## config.mk

```make
export PLATFORM = sky130hd
export DESIGN_NAME = scu_top
export DESIGN_NICKNAME = d
export VERILOG_FILES = /design/src/design/scu_clk_div.v /design/src/design/scu_top.v
export VERILOG_INCLUDE_DIRS = /design/src /design/src/design
export SDC_FILE = /design/constraint.sdc
export NUM_CORES = 1
export LEC_CHECK = 0
export ABC_AREA = 1
export BUFFER_PORTS_ARGS = -buffer_cell sky130_fd_sc_hd__buf_4
export CORE_UTILIZATION = 40
export CTS_CLUSTER_DIAMETER = 50
export DETAILED_ROUTE_END_ITERATION = 8
export PLACE_DENSITY = 0.66
export SLEW_MARGIN = 30
export SYNTH_ARGS = -nofsm -noshare
export SYNTH_HDL_FRONTEND = slang
export SYNTH_SLANG_ARGS = --single-unit
```

## constraint.sdc

```tcl
create_clock -name i_clk -period 2.1 [get_ports i_clk]
set_clock_uncertainty 0.15 [all_clocks]
set_input_delay 0.21 -clock i_clk [delete_from_list [all_inputs] [get_ports i_clk]]
set_output_delay 0.21 -clock i_clk [all_outputs]
set_load 0.05 [all_outputs]
```

## src/design/scu_defs.vh

```
// Offsets, field positions, reset values and counts of the system control unit.
`ifndef SCU_DEFS_VH
`define SCU_DEFS_VH
`define SCU_OFF_BOOT      8'h00
`define SCU_OFF_RSTCTL    8'h04
`define SCU_OFF_LOWPWR    8'h08
`define SCU_OFF_CLKCTL    8'h0c
`define SCU_OFF_DBGPIN    8'h14
`define SCU_OFF_IRQSTAT   8'h2c
`define SCU_OFF_IRQMASK   8'h30
`define SCU_BIT_LPWR_FLAG 31
`define SCU_BIT_WDOG_FLAG 30
`define SCU_BIT_IWDG_FLAG 29
`define SCU_BIT_SFT_FLAG  28
`define SCU_BIT_POR_FLAG  27
`define SCU_BIT_PIN_FLAG  26
`define SCU_BIT_EXT_FLAG  25
`define SCU_BIT_FLAG_CLR  24
`define SCU_BIT_EXT_EN    1
`define SCU_BIT_SFT_TRIG  0
`define SCU_FLAGS_HI      31
`define SCU_FLAGS_LO      25
`define SCU_FLAGS_POR     7'h04
`define SCU_BIT_DIV_HI_H  15
`define SCU_BIT_DIV_HI_L  12
`define SCU_BIT_DIV_LO_H  11
`define SCU_BIT_DIV_LO_L  8
`define SCU_BIT_PLL_RDY   6
`define SCU_BIT_PLL_ON    5
`define SCU_BIT_OSC_RDY   4
`define SCU_BIT_OSC_BYP   3
`define SCU_BIT_OSC_ON    2
`define SCU_LPWR_SLEEP    2'h0
`define SCU_LPWR_STOP     2'h1
`define SCU_LPWR_STANDBY  2'h3
`define SCU_RST_LOWPWR    2'h0
`define SCU_RST_DIV       4'h0
`define SCU_RST_CLKBITS   3'h0
`define SCU_RST_DBGPIN    5'h00
`define SCU_RST_MASK      3'h0
`define SCU_BOOT_EDGE     3'h4
`define SCU_IRQ_PLL       0
`define SCU_IRQ_OSC       1
`define SCU_IRQ_REFUSED   2
`endif

```

## src/design/scu_clk_div.v

```verilog
// Flash serial clock divider producing one tick every (divide + 1) system clocks.
`timescale 1ns/1ps
`include "scu_defs.vh"
module scu_clk_div (
   input  wire       i_clk,
   input  wire       i_rst,
   input  wire [3:0] i_div,
   output reg        o_tick
);
   reg [3:0] cnt_r;

   // A new divide value takes effect at once; a value at or below the current count
   // ends the period at the next clock, so one shortened flash clock period can appear.
   always @(posedge i_clk or posedge i_rst) begin
      if (i_rst) begin
         cnt_r  <= `SCU_RST_DIV;
         o_tick <= 1'b0;
      end else if (cnt_r >= i_div) begin
         cnt_r  <= 4'h0;
         o_tick <= 1'b1;
      end else begin
         cnt_r  <= cnt_r + 4'h1;
         o_tick <= 1'b0;
      end
   end
endmodule // scu_clk_div

```

## src/design/scu_top.v

```verilog
// System control unit: boot latch, reset causes, power, clock and debug pin control.
// Behaviour
// - Primary boot pin low selects main flash.
// - Primary high, secondary low selects boot ROM.
// - Latch boot pins at fourth edge after reset.
// - Flags 31..28: lowpower, watchdog, indep watchdog, software.
// - Flags 27..25: power-on, reset pin, external logic.
// - Writing bit 24 clears all seven flags.
// - Bit 1 gates external logic reset requests.
// - Writing bit 0 triggers a software reset.
// - Low power field selects sleep, stop, standby.
// - Flash clock is system clock over (div+1).
// - Bit 5 enables PLL; bit 6 reports ready.
// - Bit 2 enables oscillator; bit 4 reports ready.
// - Bit 3 bypasses the external oscillator.
// - Bits 4..0 make debug pins user I/O.
`timescale 1ns/1ps
`include "scu_defs.vh"
module scu_top (
   input  wire        i_clk,
   input  wire        i_rst,
   input  wire        i_por,
   input  wire [7:0]  i_addr,
   input  wire [31:0] i_wdata,
   input  wire        i_wr,
   input  wire        i_rd,
   output reg  [31:0] o_rdata,
   input  wire        i_primary_boot_pin,
   input  wire        i_secondary_boot_pin,
   input  wire        i_lowpower_reset_evt,
   input  wire        i_watchdog_reset_evt,
   input  wire        i_indep_watchdog_reset_evt,
   input  wire        i_pin_reset_evt,
   input  wire        i_extlogic_reset_req,
   input  wire        i_pll_ready,
   input  wire        i_ext_osc_ready,
   output reg         o_boot_latched,
   output reg         o_boot_from_flash,
   output reg         o_boot_from_rom,
   output reg         o_software_reset_req,
   output reg         o_extlogic_reset_req,
   output reg  [1:0]  o_low_power_field,
   output reg         o_pll_enable,
   output reg         o_ext_osc_enable,
   output reg         o_ext_osc_bypass,
   output reg  [4:0]  o_debug_pin_user,
   output wire        o_flash_sclk_tick,
   output reg         o_irq
);
   // Synchronisers for pins and for signals from other clock sources.
   reg [1:0] primary_boot_pin_sync_r;
   reg [1:0] secondary_boot_pin_sync_r;
   reg [1:0] pll_sync_r;
   reg [1:0] osc_sync_r;
   reg [1:0] ext_sync_r;
   reg       pll_prev_r;
   reg       osc_prev_r;
   reg       ext_prev_r;

   // Cause synchronisers live in the power-on domain so that the cause of a
   // chip reset is still seen once that reset has been released.
   reg [1:0] lp_sync_r;
   reg [1:0] wd_sync_r;
   reg [1:0] iw_sync_r;
   reg [1:0] pin_sync_r;

   reg [2:0] boot_cnt_r;
   reg [1:0] boot_field_r;
   reg [6:0] flags_r;
   reg [6:0] flags_nxt;
   reg       ext_en_r;
   reg [3:0] div_hi_r;
   reg [3:0] div_lo_r;
   reg [2:0] irq_stat_r;
   reg [2:0] irq_stat_nxt;
   reg [2:0] irq_mask_r;
   reg [31:0] rdata_nxt;

   wire wr_rst  = i_wr && (i_addr == `SCU_OFF_RSTCTL);
   wire wr_lp   = i_wr && (i_addr == `SCU_OFF_LOWPWR);
   wire wr_clk  = i_wr && (i_addr == `SCU_OFF_CLKCTL);
   wire wr_dbg  = i_wr && (i_addr == `SCU_OFF_DBGPIN);
   wire wr_mask = i_wr && (i_addr == `SCU_OFF_IRQMASK);
   wire rd_stat = i_rd && (i_addr == `SCU_OFF_IRQSTAT);

   wire sft_trig  = wr_rst && i_wdata[`SCU_BIT_SFT_TRIG];
   wire ext_rise  = ext_sync_r[1] && !ext_prev_r;
   wire ext_go    = ext_rise && ext_en_r;
   wire ext_block = ext_rise && !ext_en_r;
   wire pll_rise  = pll_sync_r[1] && !pll_prev_r;
   wire osc_rise  = osc_sync_r[1] && !osc_prev_r;

   always @(posedge i_clk or posedge i_rst) begin
      if (i_rst) begin
         primary_boot_pin_sync_r <= 2'h0;
         secondary_boot_pin_sync_r <= 2'h0;
         pll_sync_r   <= 2'h0;
         osc_sync_r   <= 2'h0;
         ext_sync_r   <= 2'h0;
         pll_prev_r   <= 1'b0;
         osc_prev_r   <= 1'b0;
         ext_prev_r   <= 1'b0;
      end else begin
         primary_boot_pin_sync_r <= {primary_boot_pin_sync_r[0], i_primary_boot_pin};
         secondary_boot_pin_sync_r <= {secondary_boot_pin_sync_r[0], i_secondary_boot_pin};
         pll_sync_r   <= {pll_sync_r[0], i_pll_ready};
         osc_sync_r   <= {osc_sync_r[0], i_ext_osc_ready};
         ext_sync_r   <= {ext_sync_r[0], i_extlogic_reset_req};
         pll_prev_r   <= pll_sync_r[1];
         osc_prev_r   <= osc_sync_r[1];
         ext_prev_r   <= ext_sync_r[1];
      end
   end

   always @(posedge i_clk or posedge i_por) begin
      if (i_por) begin
         lp_sync_r  <= 2'h0;
         wd_sync_r  <= 2'h0;
         iw_sync_r  <= 2'h0;
         pin_sync_r <= 2'h0;
      end else begin
         lp_sync_r  <= {lp_sync_r[0], i_lowpower_reset_evt};
         wd_sync_r  <= {wd_sync_r[0], i_watchdog_reset_evt};
         iw_sync_r  <= {iw_sync_r[0], i_indep_watchdog_reset_evt};
         pin_sync_r <= {pin_sync_r[0], i_pin_reset_evt};
      end
   end

   // Boot straps are static, so the two synchroniser cycles fall well inside
   // the four-edge window and the latched value is the level at the pins.
   always @(posedge i_clk or posedge i_rst) begin
      if (i_rst) begin
         boot_cnt_r        <= 3'h0;
         boot_field_r      <= 2'h0;
         o_boot_latched    <= 1'b0;
         o_boot_from_flash <= 1'b0;
         o_boot_from_rom   <= 1'b0;
      end else if (boot_cnt_r != `SCU_BOOT_EDGE) begin
         boot_cnt_r <= boot_cnt_r + 3'h1;
         if (boot_cnt_r == `SCU_BOOT_EDGE - 3'h1) begin
            boot_field_r      <= {secondary_boot_pin_sync_r[1], primary_boot_pin_sync_r[1]};
            o_boot_latched    <= 1'b1;
            o_boot_from_flash <= !primary_boot_pin_sync_r[1];
            o_boot_from_rom   <= primary_boot_pin_sync_r[1] && !secondary_boot_pin_sync_r[1];
         end
      end
   end

   // A cause that arrives with the clear write still lands: set wins.
   always @* begin
      flags_nxt = flags_r;
      if (wr_rst && i_wdata[`SCU_BIT_FLAG_CLR]) begin
         flags_nxt = 7'h00;
      end
      flags_nxt[6] = flags_nxt[6] | lp_sync_r[1];
      flags_nxt[5] = flags_nxt[5] | wd_sync_r[1];
      flags_nxt[4] = flags_nxt[4] | iw_sync_r[1];
      flags_nxt[3] = flags_nxt[3] | sft_trig;
      flags_nxt[1] = flags_nxt[1] | pin_sync_r[1];
      flags_nxt[0] = flags_nxt[0] | ext_go;
   end

   // Only power-on reset touches the flags; the power-on flag is its constant.
   always @(posedge i_clk or posedge i_por) begin
      if (i_por) begin
         flags_r <= `SCU_FLAGS_POR;
      end else begin
         flags_r <= flags_nxt;
      end
   end

   always @(posedge i_clk or posedge i_rst) begin
      if (i_rst) begin
         ext_en_r             <= 1'b0;
         o_software_reset_req <= 1'b0;
         o_extlogic_reset_req <= 1'b0;
      end else begin
         if (wr_rst) begin
            ext_en_r <= i_wdata[`SCU_BIT_EXT_EN];
         end
         o_software_reset_req <= sft_trig;
         o_extlogic_reset_req <= ext_go;
      end
   end

   always @(posedge i_clk or posedge i_rst) begin
      if (i_rst) begin
         o_low_power_field <= `SCU_RST_LOWPWR;
         div_hi_r          <= `SCU_RST_DIV;
         div_lo_r          <= `SCU_RST_DIV;
         o_pll_enable      <= 1'b0;
         o_ext_osc_enable  <= 1'b0;
         o_ext_osc_bypass  <= 1'b0;
         o_debug_pin_user  <= `SCU_RST_DBGPIN;
         irq_mask_r        <= `SCU_RST_MASK;
      end else begin
         if (wr_lp) begin
            // The unlisted code 10 is stored as written and treated as sleep.
            o_low_power_field <= i_wdata[1:0];
         end
         if (wr_clk) begin
            div_hi_r         <= i_wdata[`SCU_BIT_DIV_HI_H:`SCU_BIT_DIV_HI_L];
            div_lo_r         <= i_wdata[`SCU_BIT_DIV_LO_H:`SCU_BIT_DIV_LO_L];
            o_pll_enable     <= i_wdata[`SCU_BIT_PLL_ON];
            o_ext_osc_enable <= i_wdata[`SCU_BIT_OSC_ON];
            o_ext_osc_bypass <= i_wdata[`SCU_BIT_OSC_BYP];
         end
         if (wr_dbg) begin
            o_debug_pin_user <= i_wdata[4:0];
         end
         if (wr_mask) begin
            irq_mask_r <= i_wdata[2:0];
         end
      end
   end

   // Only the high divider field drives the divider; the low field is kept
   // for software, which must write both with the same value.
   scu_clk_div u_clk_div (
      .i_clk  (i_clk),
      .i_rst  (i_rst),
      .i_div  (div_hi_r),
      .o_tick (o_flash_sclk_tick)
   );

   always @* begin
      irq_stat_nxt = irq_stat_r;
      if (rd_stat) begin
         irq_stat_nxt = 3'h0;
      end
      irq_stat_nxt[`SCU_IRQ_PLL]     = irq_stat_nxt[`SCU_IRQ_PLL] | pll_rise;
      irq_stat_nxt[`SCU_IRQ_OSC]     = irq_stat_nxt[`SCU_IRQ_OSC] | osc_rise;
      irq_stat_nxt[`SCU_IRQ_REFUSED] = irq_stat_nxt[`SCU_IRQ_REFUSED] | ext_block;
   end

   always @(posedge i_clk or posedge i_rst) begin
      if (i_rst) begin
         irq_stat_r <= 3'h0;
         o_irq      <= 1'b0;
      end else begin
         irq_stat_r <= irq_stat_nxt;
         o_irq      <= |(irq_stat_nxt & irq_mask_r);
      end
   end

   always @* begin
      rdata_nxt = 32'h0000_0000;
      if (i_rd) begin
         case (i_addr)
            `SCU_OFF_BOOT: begin
               rdata_nxt[1:0] = boot_field_r;
            end
            `SCU_OFF_RSTCTL: begin
               rdata_nxt[`SCU_FLAGS_HI:`SCU_FLAGS_LO] = flags_r;
               rdata_nxt[`SCU_BIT_EXT_EN]             = ext_en_r;
            end
            `SCU_OFF_LOWPWR: begin
               rdata_nxt[1:0] = o_low_power_field;
            end
            `SCU_OFF_CLKCTL: begin
               rdata_nxt[`SCU_BIT_DIV_HI_H:`SCU_BIT_DIV_HI_L] = div_hi_r;
               rdata_nxt[`SCU_BIT_DIV_LO_H:`SCU_BIT_DIV_LO_L] = div_lo_r;
               rdata_nxt[`SCU_BIT_PLL_RDY] = pll_sync_r[1];
               rdata_nxt[`SCU_BIT_PLL_ON]  = o_pll_enable;
               rdata_nxt[`SCU_BIT_OSC_RDY] = osc_sync_r[1];
               rdata_nxt[`SCU_BIT_OSC_BYP] = o_ext_osc_bypass;
               rdata_nxt[`SCU_BIT_OSC_ON]  = o_ext_osc_enable;
            end
            `SCU_OFF_DBGPIN: begin
               rdata_nxt[4:0] = o_debug_pin_user;
            end
            `SCU_OFF_IRQSTAT: begin
               rdata_nxt[2:0] = irq_stat_r;
            end
            `SCU_OFF_IRQMASK: begin
               rdata_nxt[2:0] = irq_mask_r;
            end
            default: begin
               rdata_nxt = 32'h0000_0000;
            end
         endcase
      end
   end

   always @(posedge i_clk or posedge i_rst) begin
      if (i_rst) begin
         o_rdata <= 32'h0000_0000;
      end else begin
         o_rdata <= rdata_nxt;
      end
   end
endmodule // scu_top

```

==> flow_summary_export.csv <==
group,metric,value,unit
grt,grt_usage,15.49,%
cts,clock_sinks,91,
power,power.total,3.672,mW
sta,final_max_slew_viol_count,0,
power,ir_drop,0.0005113,V
sta,period_share,72.41,%
sta,setup_violations,0,
cts,cts_tree,"built",
yosys,synthTopCellsByCount,"dfrtp_1, nand2_1, nor2_1",
cts,cts_root_buffer,"clkbuf_8",
floorplan,die-width,96.83,um
floorplan,fp-row-count,34,
yosys,synthTopCellsByArea,"dfrtp_1, nand2_1, nor2_1",
placed_design,routabilityCongestion,0.8007,
yosys,synth_area,3597,um^2
critical_path,path_max_fanout,5,
yosys,yosysUniqueCellTypes,32,
yosys,synth_top_flop_cell,"dfrtp_1",
placed_design,dp_cells,519,
yosys,ys_seq_area_share,63.34,%
finish,instances_no_fill,558,
finish,fin_nets,507,
sta,tightest_slew,571.5,ps
sta,slew_headroom,61.86,%
sta,finalHoldViolCount,0,
cts,cts_max_level,3,
power,leakagePower,2.499,nW
routing,dr.pass1.iters,6,
status,status,"finished clean",
critical_path,start_kind,"flip-flop",
worst_hold_path,hold_class,"in2reg",
grt,overflow,0,
floorplan,coreArea,8721,um^2
power,power.density,783.1,nW/um^2
finish,syn_to_final_growth,30.37,%
sta,max_freq,657.6,MHz
yosys,yosysWarnings,0,
placed_design,placement.io_buffers,75,
finish,antenna_cells,0,
routing,viasPerCell,4.475,
yosys,avgSynthCellArea,10.61,um^2
yosys,synth-edff-count,0,
critical_path,critPathCaptureType,"flip-flop",
yosys,yosysTopAreaCell,"dfrtp_1",
sta,rsz0062_at_grt,"false",
finish,utilization,53.77,%
cts,clk-insertion-delay-late,350,ps
sta,period_needed,1521,ps
yosys,synthCells,339,
finish,num-fill-cells,766,
floorplan,die_y,96.83,um
cts,cts_resized,0,
cts,numCtsBuffers,9,
critical_path,cp.required,2230,ps
routing,wl_per_cell,11.98,um
cts,postCtsHoldBufs,23,
job,drv_cap,0,
finish,final_area,4690,um^2
floorplan,start_util,41.25,%
sta,fin_setup_tns,0,ps
cts,clkSlewWorstSetupHoldPaths,100,ps
finish,drive_above_1_share,28.22,%
yosys,async_reset_ff_share,100.0,%
grt,grt_max_degree,57,
cts,clk_path_buf_depth,2,
placed_design,place_area,4252,um^2
routing,ant_nets,0,
floorplan,io_pins,103,
yosys,yosysMostFrequentCell,"dfrtp_1",
routing,vias,2497,
grt,grt_pass1_wl,11700,um
cts,post_cts_buffers,0,
placed_design,dp_hpwl,4714,um
yosys,synth-seq-cells,91,
grt,grt_antenna_before_repair,0,
routing,drtIter0Drc,140,
routing,drc,0,
critical_path,crit_type,"reg2reg",
grt,grt_pass1_vias,2567,
floorplan,die_area,9376,um^2
yosys,synth_top_area_share,62.61,%
critical_path,arrival,1650,ps
routing,wl,6687,um
## registers in the layout (all words and copies together) (netlist names), 4 cells and up
signal and count:
div_hi_r 4, div_lo_r 4, flags_r 7, o_debug_pin_user 5, o_rdata 22, u_clk_div.cnt_r 4
## path summary, 6_finish.rpt
| path | startpoint | end | slack, ps | depth (start not counted) |
|---|---|---|---|---|
| max in group asynchronous | i_rst | osc_prev_r | 870 | 4 |
| min in group asynchronous | i_rst | u_clk_div.o_tick | 290 | 3 |
| hold / removal | i_wdata[0] | o_software_reset_req | 30 | 3 |
| hold reg to reg | wd_sync_r[0] | wd_sync_r[1] | 200 | 0 |
| setup / recovery | div_hi_r[1] | u_clk_div.cnt_r[3] | 580 | 7 |
| setup reg to reg | div_hi_r[1] | u_clk_div.cnt_r[3] | 580 | 7 |
## routing by layer
metal | wire length, um | GRT usage [%] | up-vias
li1 | - | - | 1249
met1 | 3121 | 21.05 | 1184
met2 | 3255 | 24.65 | 60
met3 | 260 | 3.251 | 4
met4 | 49 | 5.511 | 0
met5 | 0 | 0 | -
## final cells by class
| class | instances | area (um^2) | area share [%] |
|---|---|---|---|
| Tap cell | 108 | 135.1 | 2.882 |
| Clock buffer | 10 | 137.6 | 2.935 |
| Clock inverter | 6 | 70.07 | 1.494 |
| Inverter | 47 | 180.2 | 3.842 |
| Multi-Input combinational cell | 197 | 1075 | 22.92 |
| Timing Repair Buffer | 99 | 813.3 | 17.34 |
| Sequential cell | 91 | 2278 | 48.59 |
## stage by stage
step | hold WS, ps | setup WS (ps)
after floorplan | -39.24 | 745.9
after global placement | 108.2 | 595.1
final | 32.02 | 579.3
after global routing | 46.56 | 456.8
after detailed placement | 121.7 | 549.8
after CTS | 24.45 | 555.2
## power by group
part / internal, mW / switching (mW) / total (mW) / leakage, nW
clock: 0.596 / 0.620 / 1.22 / 0.108
combinational: 0.213 / 0.331 / 0.544 / 1.30
sequential: 1.85 / 0.0628 / 1.91 / 1.09
## layout by cell type, fill, tap and decap left out, types with 3 or more instances in the layout
| cell | count |
|---|---|
| buf_4 | 75 |
| clkbuf_8 | 10 |
| ha_1 | 8 |
| inv_6 | 3 |
| dlygate4sd3_1 | 23 |
| nand3_1 | 24 |
| nor2_4 | 5 |
| inv_2 | 3 |
| conb_1 | 10 |
| o21ai_0 | 12 |
| a21oi_2 | 9 |
| nand3_2 | 3 |
| nor2_1 | 46 |
| nand2_2 | 5 |
| o21bai_1 | 4 |
| o21a_1 | 4 |
| nand2_1 | 49 |
| inv_1 | 43 |
| dfrtp_1 | 90 |
## cells by family after synthesis
logic type / Yosys count / share of synthesized area (%)
AO/OA/AOI/OAI: 37 / 7.061
XOR/XNOR: 3 / 0.7306
adder cells (fa/ha/maj): 8 / 2.783
buffers and inverters: 60 / 7.722
flip-flops: 91 / 63.34
other: 1 / 0.1042
AND/OR/NAND/NOR: 139 / 18.26
## critical path: stages (launching register included)
cell	delay (ps)
dfrtp_1	370
inv_1	110
ha_1	260
inv_1	70
nor2_1	40
o211ai_1	150
nand3_1	180
nor2_1	140
Note: power is estimated with default switching activity, not from simulation.
